[src/emc_pkg.sv]
// constants and carrier types for the external memory strobe and reset pin block
// Overview of operation
// - reset pin high two machine cycles with clock running enters reset
// - on watchdog overflow device drives reset pin high while internal reset lasts
// - address latch pulse runs at one sixth of oscillator rate normally
// - each external data access skips exactly one address latch pulse
// - address latch pulse marks low address byte for external latch capture
// - external code fetch strobes program store read twice per machine cycle
// - data access machine cycle suppresses both program store strobes
// - program store strobe stays inactive for internal code fetches
// - access select low in reset sends fetches 0000h to 7fffh external
// - access select high in reset runs internal except above 7fffh
// - access select sampled only during reset, ignored afterwards
// - port 3 bit 6 drives external data write strobe
// - port 3 bit 7 drives external data read strobe
// - port 3 bit 5 is second timer external count input
package emc_pkg;
    // ***************************************************************
    // timing
    // ***************************************************************
    localparam int          OSC_PER_MCYCLE = 12;
    localparam int          RST_HOLD_MCYC  = 2;
    localparam int          RST_HOLD_CYC   = RST_HOLD_MCYC * OSC_PER_MCYCLE;
    localparam int          WDT_RST_CYC    = 2 * OSC_PER_MCYCLE;
    localparam logic [15:0] INT_CODE_TOP   = 16'h7fff;
    localparam logic [7:0]  RST_CNT_RESET  = 8'h00;
    // power-on hold, covers the pin filter latency before access select is taken
    localparam int          POR_SETTLE_CYC = 6;
    // ***************************************************************
    // types
    // ***************************************************************
    typedef enum logic [5:0] {
        EMC_S1 = 6'h01,
        EMC_S2 = 6'h02,
        EMC_S3 = 6'h04,
        EMC_S4 = 6'h08,
        EMC_S5 = 6'h10,
        EMC_S6 = 6'h20
    } emc_state_t;

    typedef struct packed {
        logic        wr;
        logic [15:0] addr;
        logic [7:0]  wdata;
    } emc_xreq_t;

    typedef struct packed {
        logic       ale;
        logic       program_store_read_strobe_n;
        logic       wr_n;
        logic       rd_n;
        logic [7:0] p0_out;
        logic       p0_oe;
        logic [7:0] p2_out;
    } emc_pins_t;

    localparam emc_pins_t PINS_IDLE = '{ale: 1'b0, program_store_read_strobe_n: 1'b1, wr_n: 1'b1, rd_n: 1'b1,
                                       p0_out: 8'h00, p0_oe: 1'b0, p2_out: 8'h00};
endpackage

[src/emc_ctrl.sv]
// external memory strobe generator, reset pin logic and access select latch
`timescale 1ns/1ps
`default_nettype none
module emc_ctrl (
    input  wire logic              clock,
    input  wire logic              rst_n,
    input  wire logic              reset_pin_in,
    output var  logic              reset_pin_out,
    output var  logic              reset_pin_oe,
    input  wire logic              external_access_select,
    input  wire logic              port3_bit5,
    input  wire logic [7:0]        port0_in,
    input  wire logic              wdt_overflow,
    input  wire logic [15:0]       fetch_addr,
    input  wire logic              xdata_req,
    input  wire emc_pkg::emc_xreq_t xreq,
    output var  emc_pkg::emc_pins_t pins,
    output var  logic              cpu_reset,
    output var  logic              ext_fetch,
    output var  logic              second_timer_count_input,
    output var  logic              xdata_done,
    output var  logic [7:0]        xdata_rdata
);
    // ***************************************************************
    // pin synchronisers
    // ***************************************************************
    logic [10:0] sync_level;
    emc_pin_sync #(.W(11)) u_sync (
        .clock (clock),
        .rst_n (rst_n),
        .pin   ({port0_in, port3_bit5, external_access_select, reset_pin_in}),
        .level (sync_level)
    );
    logic       pin_rst;
    logic       pin_ea;
    logic       pin_t1;
    logic [7:0] pin_p0;
    assign pin_rst = sync_level[0];
    assign pin_ea  = sync_level[1];
    assign pin_t1  = sync_level[2];
    assign pin_p0  = sync_level[10:3];

    // ***************************************************************
    // machine cycle timing
    // ***************************************************************
    emc_pkg::emc_state_t state;
    emc_pkg::emc_state_t next_state;
    logic                p2;
    logic                next_p2;

    always_comb begin
        next_p2    = ~p2;
        next_state = state;
        if (p2) begin
            unique case (state)
                emc_pkg::EMC_S1: next_state = emc_pkg::EMC_S2;
                emc_pkg::EMC_S2: next_state = emc_pkg::EMC_S3;
                emc_pkg::EMC_S3: next_state = emc_pkg::EMC_S4;
                emc_pkg::EMC_S4: next_state = emc_pkg::EMC_S5;
                emc_pkg::EMC_S5: next_state = emc_pkg::EMC_S6;
                emc_pkg::EMC_S6: next_state = emc_pkg::EMC_S1;
                default:         next_state = emc_pkg::EMC_S1;
            endcase
        end
    end

    always_ff @(posedge clock or negedge rst_n) begin
        if (!rst_n) begin
            state <= emc_pkg::EMC_S1;
            p2    <= 1'b0;
        end else begin
            state <= next_state;
            p2    <= next_p2;
        end
    end

    // ***************************************************************
    // reset pin and watchdog reset
    // ***************************************************************
    logic [7:0] rst_cnt;
    logic [7:0] next_rst_cnt;
    logic [7:0] wdt_cnt;
    logic [7:0] next_wdt_cnt;
    logic       pin_reset;
    logic       next_pin_reset;
    logic       ea_latched;
    logic       next_ea_latched;
    logic [2:0] por_cnt;
    logic [2:0] next_por_cnt;

    always_comb begin
        next_rst_cnt   = emc_pkg::RST_CNT_RESET;
        next_pin_reset = pin_reset & pin_rst;
        next_wdt_cnt   = wdt_cnt;
        if (pin_rst && !reset_pin_oe) begin
            next_rst_cnt = rst_cnt;
            if (rst_cnt >= 8'(emc_pkg::RST_HOLD_CYC - 1)) begin
                next_pin_reset = 1'b1;
            end else begin
                next_rst_cnt = rst_cnt + 8'h01;
            end
        end
        if (wdt_overflow) begin
            next_wdt_cnt = 8'(emc_pkg::WDT_RST_CYC);
        end else if (wdt_cnt != 8'h00) begin
            next_wdt_cnt = wdt_cnt - 8'h01;
        end
        // core held in reset until the pin filters carry real levels
        next_por_cnt    = (por_cnt != 3'h0) ? por_cnt - 3'h1 : por_cnt;
        next_ea_latched = cpu_reset ? pin_ea : ea_latched;
    end

    always_ff @(posedge clock or negedge rst_n) begin
        if (!rst_n) begin
            rst_cnt    <= emc_pkg::RST_CNT_RESET;
            wdt_cnt    <= 8'h00;
            pin_reset  <= 1'b0;
            ea_latched <= 1'b1;
            por_cnt    <= 3'(emc_pkg::POR_SETTLE_CYC);
        end else begin
            por_cnt    <= next_por_cnt;
            rst_cnt    <= next_rst_cnt;
            wdt_cnt    <= next_wdt_cnt;
            pin_reset  <= next_pin_reset;
            ea_latched <= next_ea_latched;
        end
    end

    // ***************************************************************
    // strobes and bus
    // ***************************************************************
    logic               data_cyc;
    logic               next_data_cyc;
    emc_pkg::emc_xreq_t cur_req;
    emc_pkg::emc_xreq_t next_cur_req;
    emc_pkg::emc_pins_t next_pins;
    logic               next_cpu_reset;
    logic               next_ext_fetch;
    logic               next_reset_pin_oe;
    logic               t1_prev;
    logic               next_t1_count;
    logic               next_xdata_done;
    logic [7:0]         next_xdata_rdata;
    logic               ale_slot;
    logic               program_store_read_strobe_slot;
    logic               xstb_slot;

    always_comb begin
        ale_slot  = (state == emc_pkg::EMC_S1 && p2) || (state == emc_pkg::EMC_S2 && !p2) ||
                    (state == emc_pkg::EMC_S4 && p2) || (state == emc_pkg::EMC_S5 && !p2);
        program_store_read_strobe_slot = (state == emc_pkg::EMC_S2 && p2) || (state == emc_pkg::EMC_S3) ||
                    (state == emc_pkg::EMC_S5 && p2) || (state == emc_pkg::EMC_S6);
        xstb_slot = (state == emc_pkg::EMC_S2 && p2) || (state == emc_pkg::EMC_S3) ||
                    (state == emc_pkg::EMC_S4) || (state == emc_pkg::EMC_S5) ||
                    (state == emc_pkg::EMC_S6 && !p2);
        next_cpu_reset    = next_pin_reset | (next_wdt_cnt != 8'h00) | (next_por_cnt != 3'h0);
        next_reset_pin_oe = next_wdt_cnt != 8'h00;
        next_ext_fetch    = !next_ea_latched || (fetch_addr > emc_pkg::INT_CODE_TOP);
        next_t1_count     = t1_prev & ~pin_t1;
        next_data_cyc     = data_cyc;
        next_cur_req      = cur_req;
        next_xdata_done   = 1'b0;
        next_xdata_rdata  = xdata_rdata;
        next_pins         = emc_pkg::PINS_IDLE;
        if (state == emc_pkg::EMC_S6 && p2) begin
            next_data_cyc = xdata_req & ~cpu_reset;
            next_cur_req  = xreq;
            next_xdata_done = data_cyc;
        end
        if (data_cyc && !cur_req.wr && state == emc_pkg::EMC_S6 && !p2) begin
            next_xdata_rdata = pin_p0;
        end
        if (!cpu_reset) begin
            if (data_cyc) begin
                next_pins.ale    = ale_slot && (state == emc_pkg::EMC_S1 ||
                                                state == emc_pkg::EMC_S2);
                next_pins.p2_out = cur_req.addr[15:8];
                next_pins.p0_out = ale_slot ? cur_req.addr[7:0] : cur_req.wdata;
                next_pins.p0_oe  = ale_slot || cur_req.wr;
                next_pins.wr_n   = !(xstb_slot && cur_req.wr);
                next_pins.rd_n   = !(xstb_slot && !cur_req.wr);
                // program_store_read_strobe stays high for the whole data cycle
            end else begin
                next_pins.ale    = ale_slot;
                next_pins.p2_out = fetch_addr[15:8];
                next_pins.p0_out = fetch_addr[7:0];
                next_pins.p0_oe  = ale_slot && ext_fetch;
                next_pins.program_store_read_strobe_n = !(program_store_read_strobe_slot && ext_fetch);
            end
        end
    end

    always_ff @(posedge clock or negedge rst_n) begin
        if (!rst_n) begin
            data_cyc                 <= 1'b0;
            cur_req                  <= '0;
            pins                     <= emc_pkg::PINS_IDLE;
            cpu_reset                <= 1'b1;
            ext_fetch                <= 1'b0;
            reset_pin_oe             <= 1'b0;
            reset_pin_out            <= 1'b0;
            t1_prev                  <= 1'b0;
            second_timer_count_input <= 1'b0;
            xdata_done               <= 1'b0;
            xdata_rdata              <= 8'h00;
        end else begin
            data_cyc                 <= next_data_cyc;
            cur_req                  <= next_cur_req;
            pins                     <= next_pins;
            cpu_reset                <= next_cpu_reset;
            ext_fetch                <= next_ext_fetch;
            reset_pin_oe             <= next_reset_pin_oe;
            reset_pin_out            <= next_reset_pin_oe;
            t1_prev                  <= pin_t1;
            second_timer_count_input <= next_t1_count;
            xdata_done               <= next_xdata_done;
            xdata_rdata              <= next_xdata_rdata;
        end
    end
endmodule
`default_nettype wire

[src/emc_pin_sync.sv]
// three-stage pin synchroniser with agreement filter
`timescale 1ns/1ps
`default_nettype none
module emc_pin_sync #(
    parameter int W = 1
) (
    input  wire logic         clock,
    input  wire logic         rst_n,
    input  wire logic [W-1:0] pin,
    output var  logic [W-1:0] level
);
    logic [W-1:0] s1;
    logic [W-1:0] s2;
    logic [W-1:0] s3;
    logic [W-1:0] next_level;

    genvar i;
    generate
        for (i = 0; i < W; i++) begin : g_bit
            always_comb begin
                next_level[i] = (s2[i] == s3[i]) ? s3[i] : level[i];
            end
        end
    endgenerate

    always_ff @(posedge clock or negedge rst_n) begin
        if (!rst_n) begin
            s1    <= '0;
            s2    <= '0;
            s3    <= '0;
            level <= '0;
        end else begin
            s1    <= pin;
            s2    <= s1;
            s3    <= s2;
            level <= next_level;
        end
    end
endmodule
`default_nettype wire

[config.mk]
export PLATFORM = sky130hd
export DESIGN_NAME = emc_ctrl
export DESIGN_NICKNAME = d
export VERILOG_FILES = /design/src/emc_pkg.sv /design/src/emc_ctrl.sv /design/src/emc_pin_sync.sv
export SDC_FILE = /design/constraint.sdc
export NUM_CORES = 1
export LEC_CHECK = 0
export ABC_AREA = 1
export ABC_CLOCK_PERIOD_IN_PS = 1600
export BUFFER_PORTS_ARGS = -buffer_cell sky130_fd_sc_hd__buf_2
export CAP_MARGIN = 20
export CORE_MARGIN = 5
export CORE_UTILIZATION = 45
export DETAILED_ROUTE_END_ITERATION = 12
export GPL_ROUTABILITY_DRIVEN = 0
export GPL_TIMING_DRIVEN = 0
export HOLD_SLACK_MARGIN = 0.02
export PLACE_DENSITY = 0.63
export SLEW_MARGIN = 20
export SYNTH_ARGS = -nofsm -noshare
export SYNTH_HDL_FRONTEND = slang
export SYNTH_SLANG_ARGS = --single-unit
[constraint.sdc]
create_clock -name clock -period 1.6 [get_ports clock]
set_input_delay 0.32 -clock clock [delete_from_list [all_inputs] [get_ports clock]]
set_output_delay 0.32 -clock clock [all_outputs]
set_load 0.02 [all_outputs]
# Yosys cells after proc, flatten, opt, wreduce, memory -nomap -nowiden
# Cells that the tools add are included.
dict set report word_totals {
  input_bits 56
  regBits 133
  elab_cells 126
  output_inout_bits 35
}
dict set report classes {
  reduce_logical 40
  mux 16
  magnitude_cmp 2
  bitwise 8
  addsub 3
  eq_ne 18
}
# cell count
set op_table {}
lappend op_table {{8-bit 2-to-1 mux} 5}
lappend op_table {{6-bit case mux with 5 select lines} 1}
lappend op_table {{21-bit 2-to-1 mux} 1}
lappend op_table {{1-bit logical AND} 17}
lappend op_table {{17-bit 2-to-1 mux} 1}
lappend op_table {{16-bit by 15-bit greater-than comparator with 1-bit output (second input constant)} 1}
lappend op_table {{8-bit nonzero test} 2}
lappend op_table {{1-bit logical OR} 12}
lappend op_table {{1-bit equality test} 11}
lappend op_table {{8-bit by 1-bit adder with 8-bit output (second input constant)} 1}
lappend op_table {{8-bit by 5-bit >= comparator with 1-bit output (second input constant)} 1}
lappend op_table {{8-bit by 1-bit subtractor with 8-bit output (second input constant)} 1}
lappend op_table {{1-bit logical NOT} 7}
lappend op_table {{6-bit by 1-bit equality test with 1-bit output (second input constant)} 1}
lappend op_table {{6-bit by 2-bit equality test with 1-bit output (second input constant)} 1}
lappend op_table {{6-bit by 3-bit equality test with 1-bit output (second input constant)} 1}
lappend op_table {{6-bit by 4-bit equality test with 1-bit output (second input constant)} 1}
lappend op_table {{6-bit by 5-bit equality test with 1-bit output (second input constant)} 1}
lappend op_table {{6-bit equality test (second input constant)} 1}
lappend op_table {{1-bit 2-to-1 mux} 6}
lappend op_table {{3-bit nonzero test} 2}
lappend op_table {{1-bit bitwise AND} 3}
lappend op_table {{3-bit 2-to-1 mux} 1}
lappend op_table {{1-bit NOT} 3}
lappend op_table {{other kinds (4)} 5}

# Longest topological paths before layout
# Gate-level depths: netlist (run 1).
dict set report logic_depth {
  ltp_word 10
  mapped_depth 11
  depth_no_buf 11
}

# Cells and area by module
# Synthesis (run 1) repeated with hierarchy kept, for this count alone.
dict set report unflattened {
  hier_cells 531
  hier_area_um2 5292.6
}
# module seq_area_each_um2 n_inst cells_each area_per_inst_um2
set modules_own_cells {}
lappend modules_own_cells {emc_ctrl 2237.1 1 443 4012.6}
lappend modules_own_cells {emc_pin_sync 1101.1 1 88 1280.0}

# Least setup slack after synthesis (run 1)
# Ideal clock, no wire load.
dict set report synth_path {
  kind {register to register}
  from {reg state[3]}
  to {reg cur_req[3] (netlist bit)}
  path_slack_ns 0.167
  required_time_ns 1.484
  path_buffers 1
  period_less_slack_ns 1.433
  stages_incl_launch_ff 10
  setup_time_ns 0.116
  t_arrival_ns 1.317
  cell_sequence {dfrtp_1 > nor2_2 > nand2_2 > nor3_4 > inv_2 > nor2_8 > inv_2 > buf_6 > nand2_1 > nand2_1}
}
dict set report synth_between {
  elab_chain_cells 2
}
# element line_no
set synth_rtl {}
lappend synth_rtl {{start, declared} emc_ctrl.sv:46} ;# emc_pkg::emc_state_t state;
lappend synth_rtl {{start signal, assigned} emc_ctrl.sv:69} ;# state <= emc_pkg::EMC_S1;
lappend synth_rtl {{start signal, assigned} emc_ctrl.sv:72} ;# state <= next_state;
lappend synth_rtl {{6-bit equality test} emc_ctrl.sv:165} ;# if (state == emc_pkg::EMC_S6 && p2) begin
lappend synth_rtl {{1-bit logical AND} emc_ctrl.sv:165}
lappend synth_rtl {{end signal, assigned} emc_ctrl.sv:208} ;# cur_req <= next_cur_req;
lappend synth_rtl {{end, declared} emc_ctrl.sv:134} ;# emc_pkg::emc_xreq_t cur_req;
# Every way passes these cells.
# A chain may end at the register's enable or synchronous reset.

# Worst setup path in the final report (run 1)
dict set report layout_path {
  from {reg state[1]}
  to {reg cur_req[15] (netlist bit)}
}
# The elaborated chain is that of the path after synthesis.

==> metrics.txt, run 1 <==
status complete, no violations; post-route ant nets 0; Mapped Nets 590; critical-path cell list nor2_4 > nand2_2 > nor3_4 > inv_2 > nor2_8 > inv_6 > clkbuf_16 > nand2_1 > nand2_1; max layer used met4; fill cell count 945; Avg Cell Area, Syn 9.780 sq um; top-count cell post-synth nand2_1; critical path peak fanout 6; Slew @ Worst Pin just over 0.6 ns; IO Pins 91; Comb pwr share 0.065; Clock power frac 0.499; post-synthesis async set-or-reset flop share 1.000; EDFF count, synth 0; initial core utilization 0.4561; register share of total power 0.436; type of the worst min-delay path input pin to flip-flop; NetSw 1.761 mW; fin. max-slew vios 0; GR Overflow Total 0; WP data arrival 1.86 ns; Num Clock Sinks 133; Worst setup SP type flip-flop; share of Yosys cell area claimed by the top area cell type 0.6058; switching share of total power 0.2124; Met1 Wirelength 4.766 mm; clock skew 0.007065 ns; nets between 700 and 800; internal power 6.530 mW; Detailed Routing Iterations Pass 1 4; vias 3953; Synth Flop Type dfrtp_1; largest net degree at the start of global routing 88; synthesized cell area 5164 sq um; CTS tree done; Worst-path clk slew approximately 0.05 ns; total routing usage reported by global routing 0.1784; Max Cap Viol 0; setup_tns 0 ns; die width 117.1 um; Area contributors post-synth dfrtp_1 (61%), nand2_1 (11%), inv_1 (4.3%); worst skew pair latency 0.42 ns; vias per inst 4.803; CP most frequent cell nand2_1; core area ~11000 sq um; drt total wl 11.41 mm; Leakage about 3.6 nW; clock root cell clkbuf_16; Cell variety after synth 30; critical path class flip-flop to flip-flop; num rows 39; Place WS -0.1548 ns; sequential cell area fraction in the yosys report 0.6465; CP required 1.91 ns; vias in the first global route 3997; Wirelength per Cell 13.87 um; power density over the cells 1196 nW/um^2; utilization after layout 0.6123; Synth area leader dfrtp_1; CTS Buf Count 17; die height 117.1 um; routed length on met2 5.852 mm; top post-synthesis cells by count nand2_1 (151), dfrtp_1 (125), inv_1 (59), nor2_1 (59), nand3_1 (35); PortBufs 90; antenna cells 0; synthesis-to-layout area growth 34.24%; HPWL Detailed 7.580 mm; H-tree Lvls 4; first-pass GRT wire length 18.44 mm; max incr delay on CP 0.42 ns; Mapped Cells 528; die area 13720 sq um; Tcrit/Tclk final 0.9709; CP max stage cell dfrtp_1; Final Hold Vio Count 0; fin crit period approximately 1.6 ns; RSZ-0062 raised after global routing true; DRC 0; DR iter-0 viols 212; initial antenna violation count 0; VDD IR max ~0.67 mV; maximum clock frequency 0.6437 GHz; Setup WS post-layout between 0.04 and 0.05 ns; Rel. slew slack 0.5970; Met3 Wirelength 639 um; layout cell share with drive strength beyond 1 0.2926; Synth Warn # 0; CP endpoint kind flip-flop; clk buf depth 2; Yosys reg bits 133; final setup vio count 0
[power by group through the flow]
stage          clock network, mW  logic [mW]  registers, mW
3_3_place_gp                   0       0.442           3.66
2_1_floorplan                  0       0.221           3.67
5_1_grt                     4.37       0.610           3.63
3_5_place_dp                   0       0.465           3.66
6_report                    4.14       0.539           3.61
4_1_cts                     4.20       0.493           3.61
[per-stage QoR]
step / cells / hold WS (ns) / instance area, sq um / total power [mW]
after floorplan: 528 / 0.02441 / 5164 / 3.887
after global placement: 761 / 0.3320 / 5793 / 4.098
after detailed placement: 762 / 0.2431 / 5831 / 4.127
after CTS: 812 / 0.02186 / 6655 / 8.305
after global routing: 823 / 0.09906 / 6932 / 8.614
final: 823 / 0.09921 / 6932 / 8.291
[layout make-up]
class / instances / area, sq um / area share
inverter: 62 / 242.7 / 0.03502
timing repair buffer: 119 / 769.5 / 0.1110
buffer: 13 / 96.34 / 0.01390
tap: 143 / 178.9 / 0.02581
sequential: 133 / 3339 / 0.4818
multi-input combinational: 321 / 1674 / 0.2415
clock inverter: 11 / 180.2 / 0.02599
clock buffer: 21 / 450.4 / 0.06498
[logic make-up after synthesis]
family,count (synthesis),share of synthesized area
compound gates,37,0.03780
xor+xnor,3,0.005089
fa+ha+maj,17,0.03586
buf+inv,75,0.06154
flops,133,0.6465
simple gates,263,0.2132
[sequential cells by signal (all words and copies together), names as in the netlist, 3 cells and up]
name	cells
cur_req	25
pins	21
por_cnt	3
rst_cnt	8
state	6
u_sync.level	11
u_sync.s1	11
u_sync.s2	11
u_sync.s3	11
wdt_cnt	8
xdata_rdata	8
[layer usage]
layer	vias up	GRT usage
met2	99	0.2950
met3	16	0.05964
met5	-	0
met4	0	0.06957
met1	1915	0.2173
li1	1923	-
[layout by cell type (no fill, tap or decap), drive strengths merged]
cell         count
o31ai            1
xnor2            1
nand3           35
inv             62
nand2          154
dlygate4sd3     12
dfrtp          125
a211oi           1
a21oi            9
buf            115
clkbuf          26
nor3             4
clkinv           6
maj3            11
o21bai           1
o21ai           24
ha               6
bufinv           5
o211ai           1
nand4            7
xor2             2
nor2            63
or2              1
dfstp            8
[critical path, delay by kind of cell, from the launching register on]
family | cells | cell delay (ns)
flops | 1 | 0.42
buf+inv | 3 | 0.35
simple gates | 6 | 0.68
[repair_timing]
action	CTS	global route
gates resized for setup	9	47
endpoints found under the hold margin	52	1
endpoints found under the setup margin	38	41
gates cloned	0	2
buffers inserted	7	8
hold buffers	11	1
pin swaps	4	12
[worst paths after layout]
kind / start / endpoint / slack, ns / depth (start not counted)
hold reg to reg: u_sync.s1[9] / u_sync.s2[9] / 0.34 / 0
setup / recovery: state[1] / cur_req[15] / 0.05 / 9
setup reg to reg: state[1] / cur_req[15] / 0.05 / 9
hold / removal: xreq[17] / cur_req[17] / 0.1 / 3
max in group asynchronous: rst_n / pins[18] / 0.47 / 3
min in group asynchronous: rst_n / u_sync.s1[2] / 0.38 / 2
No activity file was read; power rests on OpenSTA's default activity.
==> run 2: changes to the inputs <==
--- a/config.mk
+++ b/config.mk
@@ -11,6 +11,7 @@
 export CAP_MARGIN = 20
 export CORE_MARGIN = 5
 export CORE_UTILIZATION = 45
+export CTS_BUF_LIST = sky130_fd_sc_hd__clkbuf_2
 export DETAILED_ROUTE_END_ITERATION = 12
 export GPL_ROUTABILITY_DRIVEN = 0
 export GPL_TIMING_DRIVEN = 0
==> run 2 against run 1 <==
The flow now finishes with violations (setup timing). Critical path type is now flip-flop to primary output. Combinational power rose by 23%. Critical path depth fell by 8. Flip-flop and latch count is the same.
==> metrics.txt, run 2 (synthesis results as in run 1) <==
VDD IR max between 0.5 and 0.6 mV; CTS Buf Count 17; CP endpoint kind primary output; die width 117.1 um; Place WS -0.1548 ns; maximum clock frequency 0.5842 GHz; Final Hold Vio Count 0; die area 13720 sq um; Fin Hold WS between 0.08 and 0.09 ns; initial antenna violation count 0; number of flip-flops in the largest register 25; clock skew ~0.017 ns; CTS tree done; core area 11320 sq um; Tcrit/Tclk final 1.070; Comb pwr share 0.100; Rel. slew slack 0.5801; Worst setup SP type flip-flop; H-tree Lvls 4; DRC 0; Worst-path clk slew 0.18 ns; register share of total power 0.547; max incr delay on CP 0.58 ns; total routing usage reported by global routing 0.1854; placed instance count roughly 760; Crit path max-delay family flip-flops; Non-Filler Instances 870; IO Pins just over 90; PortBufs 90; CP required 1.28 ns; Setup WS post-layout -0.1117 ns; critical path peak fanout 2; first-pass GRT wire length 19.35 mm; utilization after layout 0.6636; Wirelength per Cell 14.18 um; area of the multi-input gates around 1900 sq um; NetSw 1.604 mW; switching share of total power 0.2420; Clock power frac 0.353; fin crit period ~1.7 ns; initial core utilization 0.4561; fin. max-slew vios 0; RSZ-0062 raised after global routing true; WP data arrival 1.39 ns; antenna cells 0; largest net degree at the start of global routing 88; GR Overflow Total 0; CP Buf/Inv Count 1; synthesis-to-layout area growth 45.48%; FF/Latch Area 3339 sq um; most common cell after layout, fill and taps aside dfrtp_1; num rows 39; layout cell share with drive strength beyond 1 0.3439; clk buf depth 2; critical path class flip-flop to primary output; fill cell count 850; internal power 5.023 mW; status finished, violations left; drt total wl between 10 and 15 mm; Num Clock Sinks 133; vias 4226; Pwr Total 6.627 mW; type of the worst min-delay path input pin to asynchronous set/reset pin; most frequent cells in the layout dfrtp_1 (124), nand2_1 (103), buf_2 (57), inv_1 (56), dlygate4sd3_1 (55); worst skew pair latency 0.70 ns; critical-path cell list buf_6; Top reg by flops cur_req; vias in the first global route 4257; Max Cap Viol 0; Slew @ Worst Pin roughly 0.63 ns; violated checks setup timing; power density over the cells 882.2 nW/um^2; vias per inst 4.857; nets 776; DR iter-0 viols approximately 250; Leakage around 4 nW; die height 117.1 um; clock root cell clkbuf_2; post-route ant nets 0; Largest regs cur_req: 25 flops, pins: 21 flops; CP max stage cell dfstp_2; final setup vio count 14; Detailed Routing Iterations Pass 1 4; HPWL Detailed 7.580 mm
## run 2: final timing paths
| check | cells past startpoint | endpoint | slack, ns | start |
|---|---|---|---|---|
| max in group asynchronous | 3 | pins[17] | 0.77 | rst_n |
| worst min register to register | 0 | u_sync.s2[9] | 0.36 | u_sync.s1[9] |
| worst max register to register | 9 | cur_req[12] | -0.02 | state[1] |
| worst max-delay path | 1 | cpu_reset | -0.11 | cpu_reset |
| worst min-delay path | 2 | u_sync.level[0] | 0.08 | rst_n |
| min in group clock | 2 | u_sync.s1[0] | 0.24 | reset_pin_in |
## run 2: power by group through the flow
stage / sequential [mW] / clock (mW) / combinational, mW
final: 3.62 / 2.34 / 0.663
after global routing: 3.64 / 2.55 / 0.744
after CTS: 3.61 / 2.41 / 0.603
after detailed placement: 3.66 / 0 / 0.465
after global placement: 3.66 / 0 / 0.442
after floorplan: 3.67 / 0 / 0.221
## run 2: repair_timing
action	CTS	global route
gates resized for setup	80	120
setup endpoints to repair	73	83
gates cloned	0	3
pin swaps	4	25
buffers inserted	11	8
endpoints found under the hold margin	193	0
hold buffers	55	0
## run 2: cell type report
| type | count | area share |
|---|---|---|
| Inverter | 62 | 0.03264 |
| Tap cell | 143 | 0.02382 |
| Sequential cell | 133 | 0.4445 |
| Timing Repair Buffer | 167 | 0.1959 |
| Buffer | 12 | 0.01349 |
| Clock inverter | 12 | 0.02448 |
| Clock buffer | 20 | 0.01332 |
| Multi-Input combinational cell | 321 | 0.2518 |
## run 2: per-stage QoR
| stage | setup TNS, ns | cell area (sq um) |
|---|---|---|
| 3_5_place_dp | -2.261 | 5831 |
| 2_1_floorplan | 0 | 5164 |
| 3_3_place_gp | -191.31 | 5793 |
| 5_1_grt | -4.988 | 7512 |
| 4_1_cts | -1.974 | 7000 |
| 6_report | -0.5641 | 7512 |
## run 2: layer usage
| metal | track usage | vias to the layer above | part of all wire | routed length [um] |
|---|---|---|---|---|
| li1 | - | 2020 | - | - |
| met1 | 0.2244 | 2045 | 0.40 | 4987 |
| met2 | 0.3136 | 128 | 0.52 | 6415 |
| met3 | 0.05656 | 33 | 0.049 | 606 |
| met4 | 0.06881 | 0 | 0.027 | 329 |
| met5 | 0 | - | 0 | 0 |
==> run 3: changes to the inputs <==
--- a/config.mk
+++ b/config.mk
@@ -6,17 +6,18 @@
 export NUM_CORES = 1
 export LEC_CHECK = 0
 export ABC_AREA = 1
-export ABC_CLOCK_PERIOD_IN_PS = 1600
+export ABC_CLOCK_PERIOD_IN_PS = 1800
 export BUFFER_PORTS_ARGS = -buffer_cell sky130_fd_sc_hd__buf_2
 export CAP_MARGIN = 20
+export CORE_ASPECT_RATIO = 1.75
 export CORE_MARGIN = 5
-export CORE_UTILIZATION = 45
+export CORE_UTILIZATION = 35
 export CTS_BUF_LIST = sky130_fd_sc_hd__clkbuf_2
 export DETAILED_ROUTE_END_ITERATION = 12
 export GPL_ROUTABILITY_DRIVEN = 0
 export GPL_TIMING_DRIVEN = 0
 export HOLD_SLACK_MARGIN = 0.02
-export PLACE_DENSITY = 0.63
+export PLACE_DENSITY = 0.51
 export SLEW_MARGIN = 20
 export SYNTH_ARGS = -nofsm -noshare
 export SYNTH_HDL_FRONTEND = slang
==> constraint.sdc (replaced) <==
create_clock -name clock -period 1.8 [get_ports clock]
set_input_delay 0.36 -clock clock [delete_from_list [all_inputs] [get_ports clock]]
set_output_delay 0.36 -clock clock [all_outputs]
set_load 0.02 [all_outputs]
==> run 3 against run 2 <==
The flow now finishes without violations. Power down 14%. Non-clock buffer count down 15. Final cell count up 2.5%. Combinational power down 22%. Worst hold slack better by 0.094 ns. Clock skew up 0.035 ns. Sequential power down 12%. Largest cell class unchanged. Count of clock-buffer cells in the layout down 3. Flip-flop and latch count unchanged. Largest power group unchanged. Critical endpoint unchanged. Clock power down 16%.
==> metrics.txt, run 3 (synthesis results as in run 1) <==
status complete, no violations; setup_tns 0 ns; critical path peak fanout 2; placed instance count 799; num rows 58; fin crit period between 1.5 and 2 ns; final setup vio count 0; Place WS 0.02906 ns; worst r2r dst cur_req[15]; VDD IR max 0.4163 mV; worst r2r src state[3]; maximum clock frequency 0.5741 GHz; CP Buf/Inv Count 1; largest net degree at the start of global routing 68; Final Hold Vio Count 0; total routing usage reported by global routing 0.1429; Crit path max-delay family flip-flops; die height approximately 170 um; synthesis-to-layout area growth 32.25%; die width 101.8 um; IO Pins 91; Leakage 3.569 nW; Worst-path clk slew between 0.2 and 0.25 ns; number of flip-flops in the largest register 25; Wirelength per Cell 13.21 um; most common cell after layout, fill and taps aside nand2_1; Max Cap Viol 0; Tcrit/Tclk final 0.9678; nets 760; clock skew 0.05227 ns; first-pass GRT wire length 19.38 mm; Non-Filler Instances 892; most frequent cells in the layout nand2_1 (150), dfrtp_1 (124), buf_2 (83), inv_1 (58), nor2_1 (57); worst skew pair latency 0.69 ns; DR iter-0 viols 199; initial core utilization 0.3576; critical-path cell list buf_6; max incr delay on CP 0.60 ns; fill cell count 1424; DRC 0; CP required 1.44 ns; PortBufs 90; CP endpoint kind primary output; H-tree Lvls 4; post-route ant nets 0; Largest regs cur_req: 25 flops, pins: 21 flops; utilization after layout 0.4729; power density over the cells between 800 and 900 nW/um^2; HPWL Detailed 8.448 mm; CTS Buf Count 17; core area 14440 sq um; fin. max-slew vios 0; Worst setup SP type flip-flop; r2r setup slk 0.11 ns; Num Clock Sinks 133; Detailed Routing Iterations Pass 1 4; Rel. slew slack 0.6594; Top reg by flops cur_req; RSZ-0062 raised after global routing true; critical path depth 1; type of the worst min-delay path input pin to asynchronous set/reset pin; vias in the first global route between 4000 and 5000; clock root cell clkbuf_2; initial antenna violation count 1; R2R cell count 9; CTS tree done; drt total wl about 12 mm; CP max stage cell dfstp_2; vias 4028; FF/Latch Area about 3300 sq um; critical path class flip-flop to primary output; Slew @ Worst Pin 0.5108 ns; layout cell share with drive strength beyond 1 0.2264; Setup WS post-layout 0.05800 ns; vias per inst 4.516; area of the multi-input gates 1535 sq um; GR Overflow Total 0; die area 17380 sq um; clk buf depth 2; WP data arrival 1.38 ns
==> run 3: changes by cell type in the layout (fill, tap and decap cells not counted), sizes merged <==
cell,previous run,this run
buf,118,105
bufinv,5,2
clkbuf,26,21
clkinv,7,2
clkinvlp,0,3
diode,0,1
inv,62,70
nand2,154,153
==> run 3: through the flow <==
step                      hold slack [ns]  total power, mW  instance area (sq um)
after floorplan                   0.06441            3.455                   5164
after CTS                          0.1156            5.776                   6734
after global routing               0.1290            5.994                   6829
final                              0.1789            5.673                   6829
after detailed placement           0.3347            3.674                   5877
after global placement             0.3315            3.655                   5839
==> run 3: repair_timing <==
item | 4_1_cts | 5_1_grt
hold buffers | 55 | 0
endpoints found under the hold margin | 189 | 0
pin swaps | 0 | 1
setup buffers | 1 | 5
gates resized for setup | 12 | 13
endpoints found under the setup margin | 11 | 39
==> run 3: routing by layer <==
metal | GRT usage | share of wire | up-vias
met5 | 0 | 0 | -
met4 | 0.06168 | 0.024 | 0
met3 | 0.03672 | 0.035 | 21
met2 | 0.2531 | 0.55 | 85
met1 | 0.1598 | 0.39 | 1934
li1 | - | - | 1988
==> run 3: layout make-up <==
class                           count  share of cell area
Sequential cell                   133              0.4890
Multi-Input combinational cell    320              0.2248
Timing Repair Buffer              152              0.1678
Inverter                           62             0.03408
Tap cell                          180             0.03298
Clock inverter                     15             0.02712
Clock buffer                       17             0.01246
Buffer                             12             0.01136
Antenna cell                        1           0.0003664
==> run 3: how the worst max path moves through the flow <==
stage,start,end,slack [ns]
floorplan,state[3],cur_req[3],0.37
global placement,rst_n,u_sync.level[5],-1.44
detailed placement,wdt_cnt[0],reset_pin_oe,0.03
CTS,cpu_reset,cpu_reset,-0.03
global route,cpu_reset,cpu_reset,-0.07
finish,cpu_reset,cpu_reset,0.06
==> run 3: report_power, final <==
| group | internal, mW | leakage [nW] | total (mW) | switching, mW |
|---|---|---|---|---|
| Sequential | 3.13 | 1.64 | 3.20 | 0.0737 |
| Combinational | 0.241 | 1.78 | 0.515 | 0.274 |
| Clock | 0.699 | 0.151 | 1.96 | 1.26 |
==> run 3: worst reg2reg max path, cell delays in order, from the launching register on <==
cell	delay, ns
dfrtp_1	0.48
nor2_4	0.19
nand2_2	0.09
nor3_4	0.18
inv_2	0.10
nor2_8	0.15
buf_4	0.15
buf_4	0.17
nand2_1	0.06
nand2_1	0.06
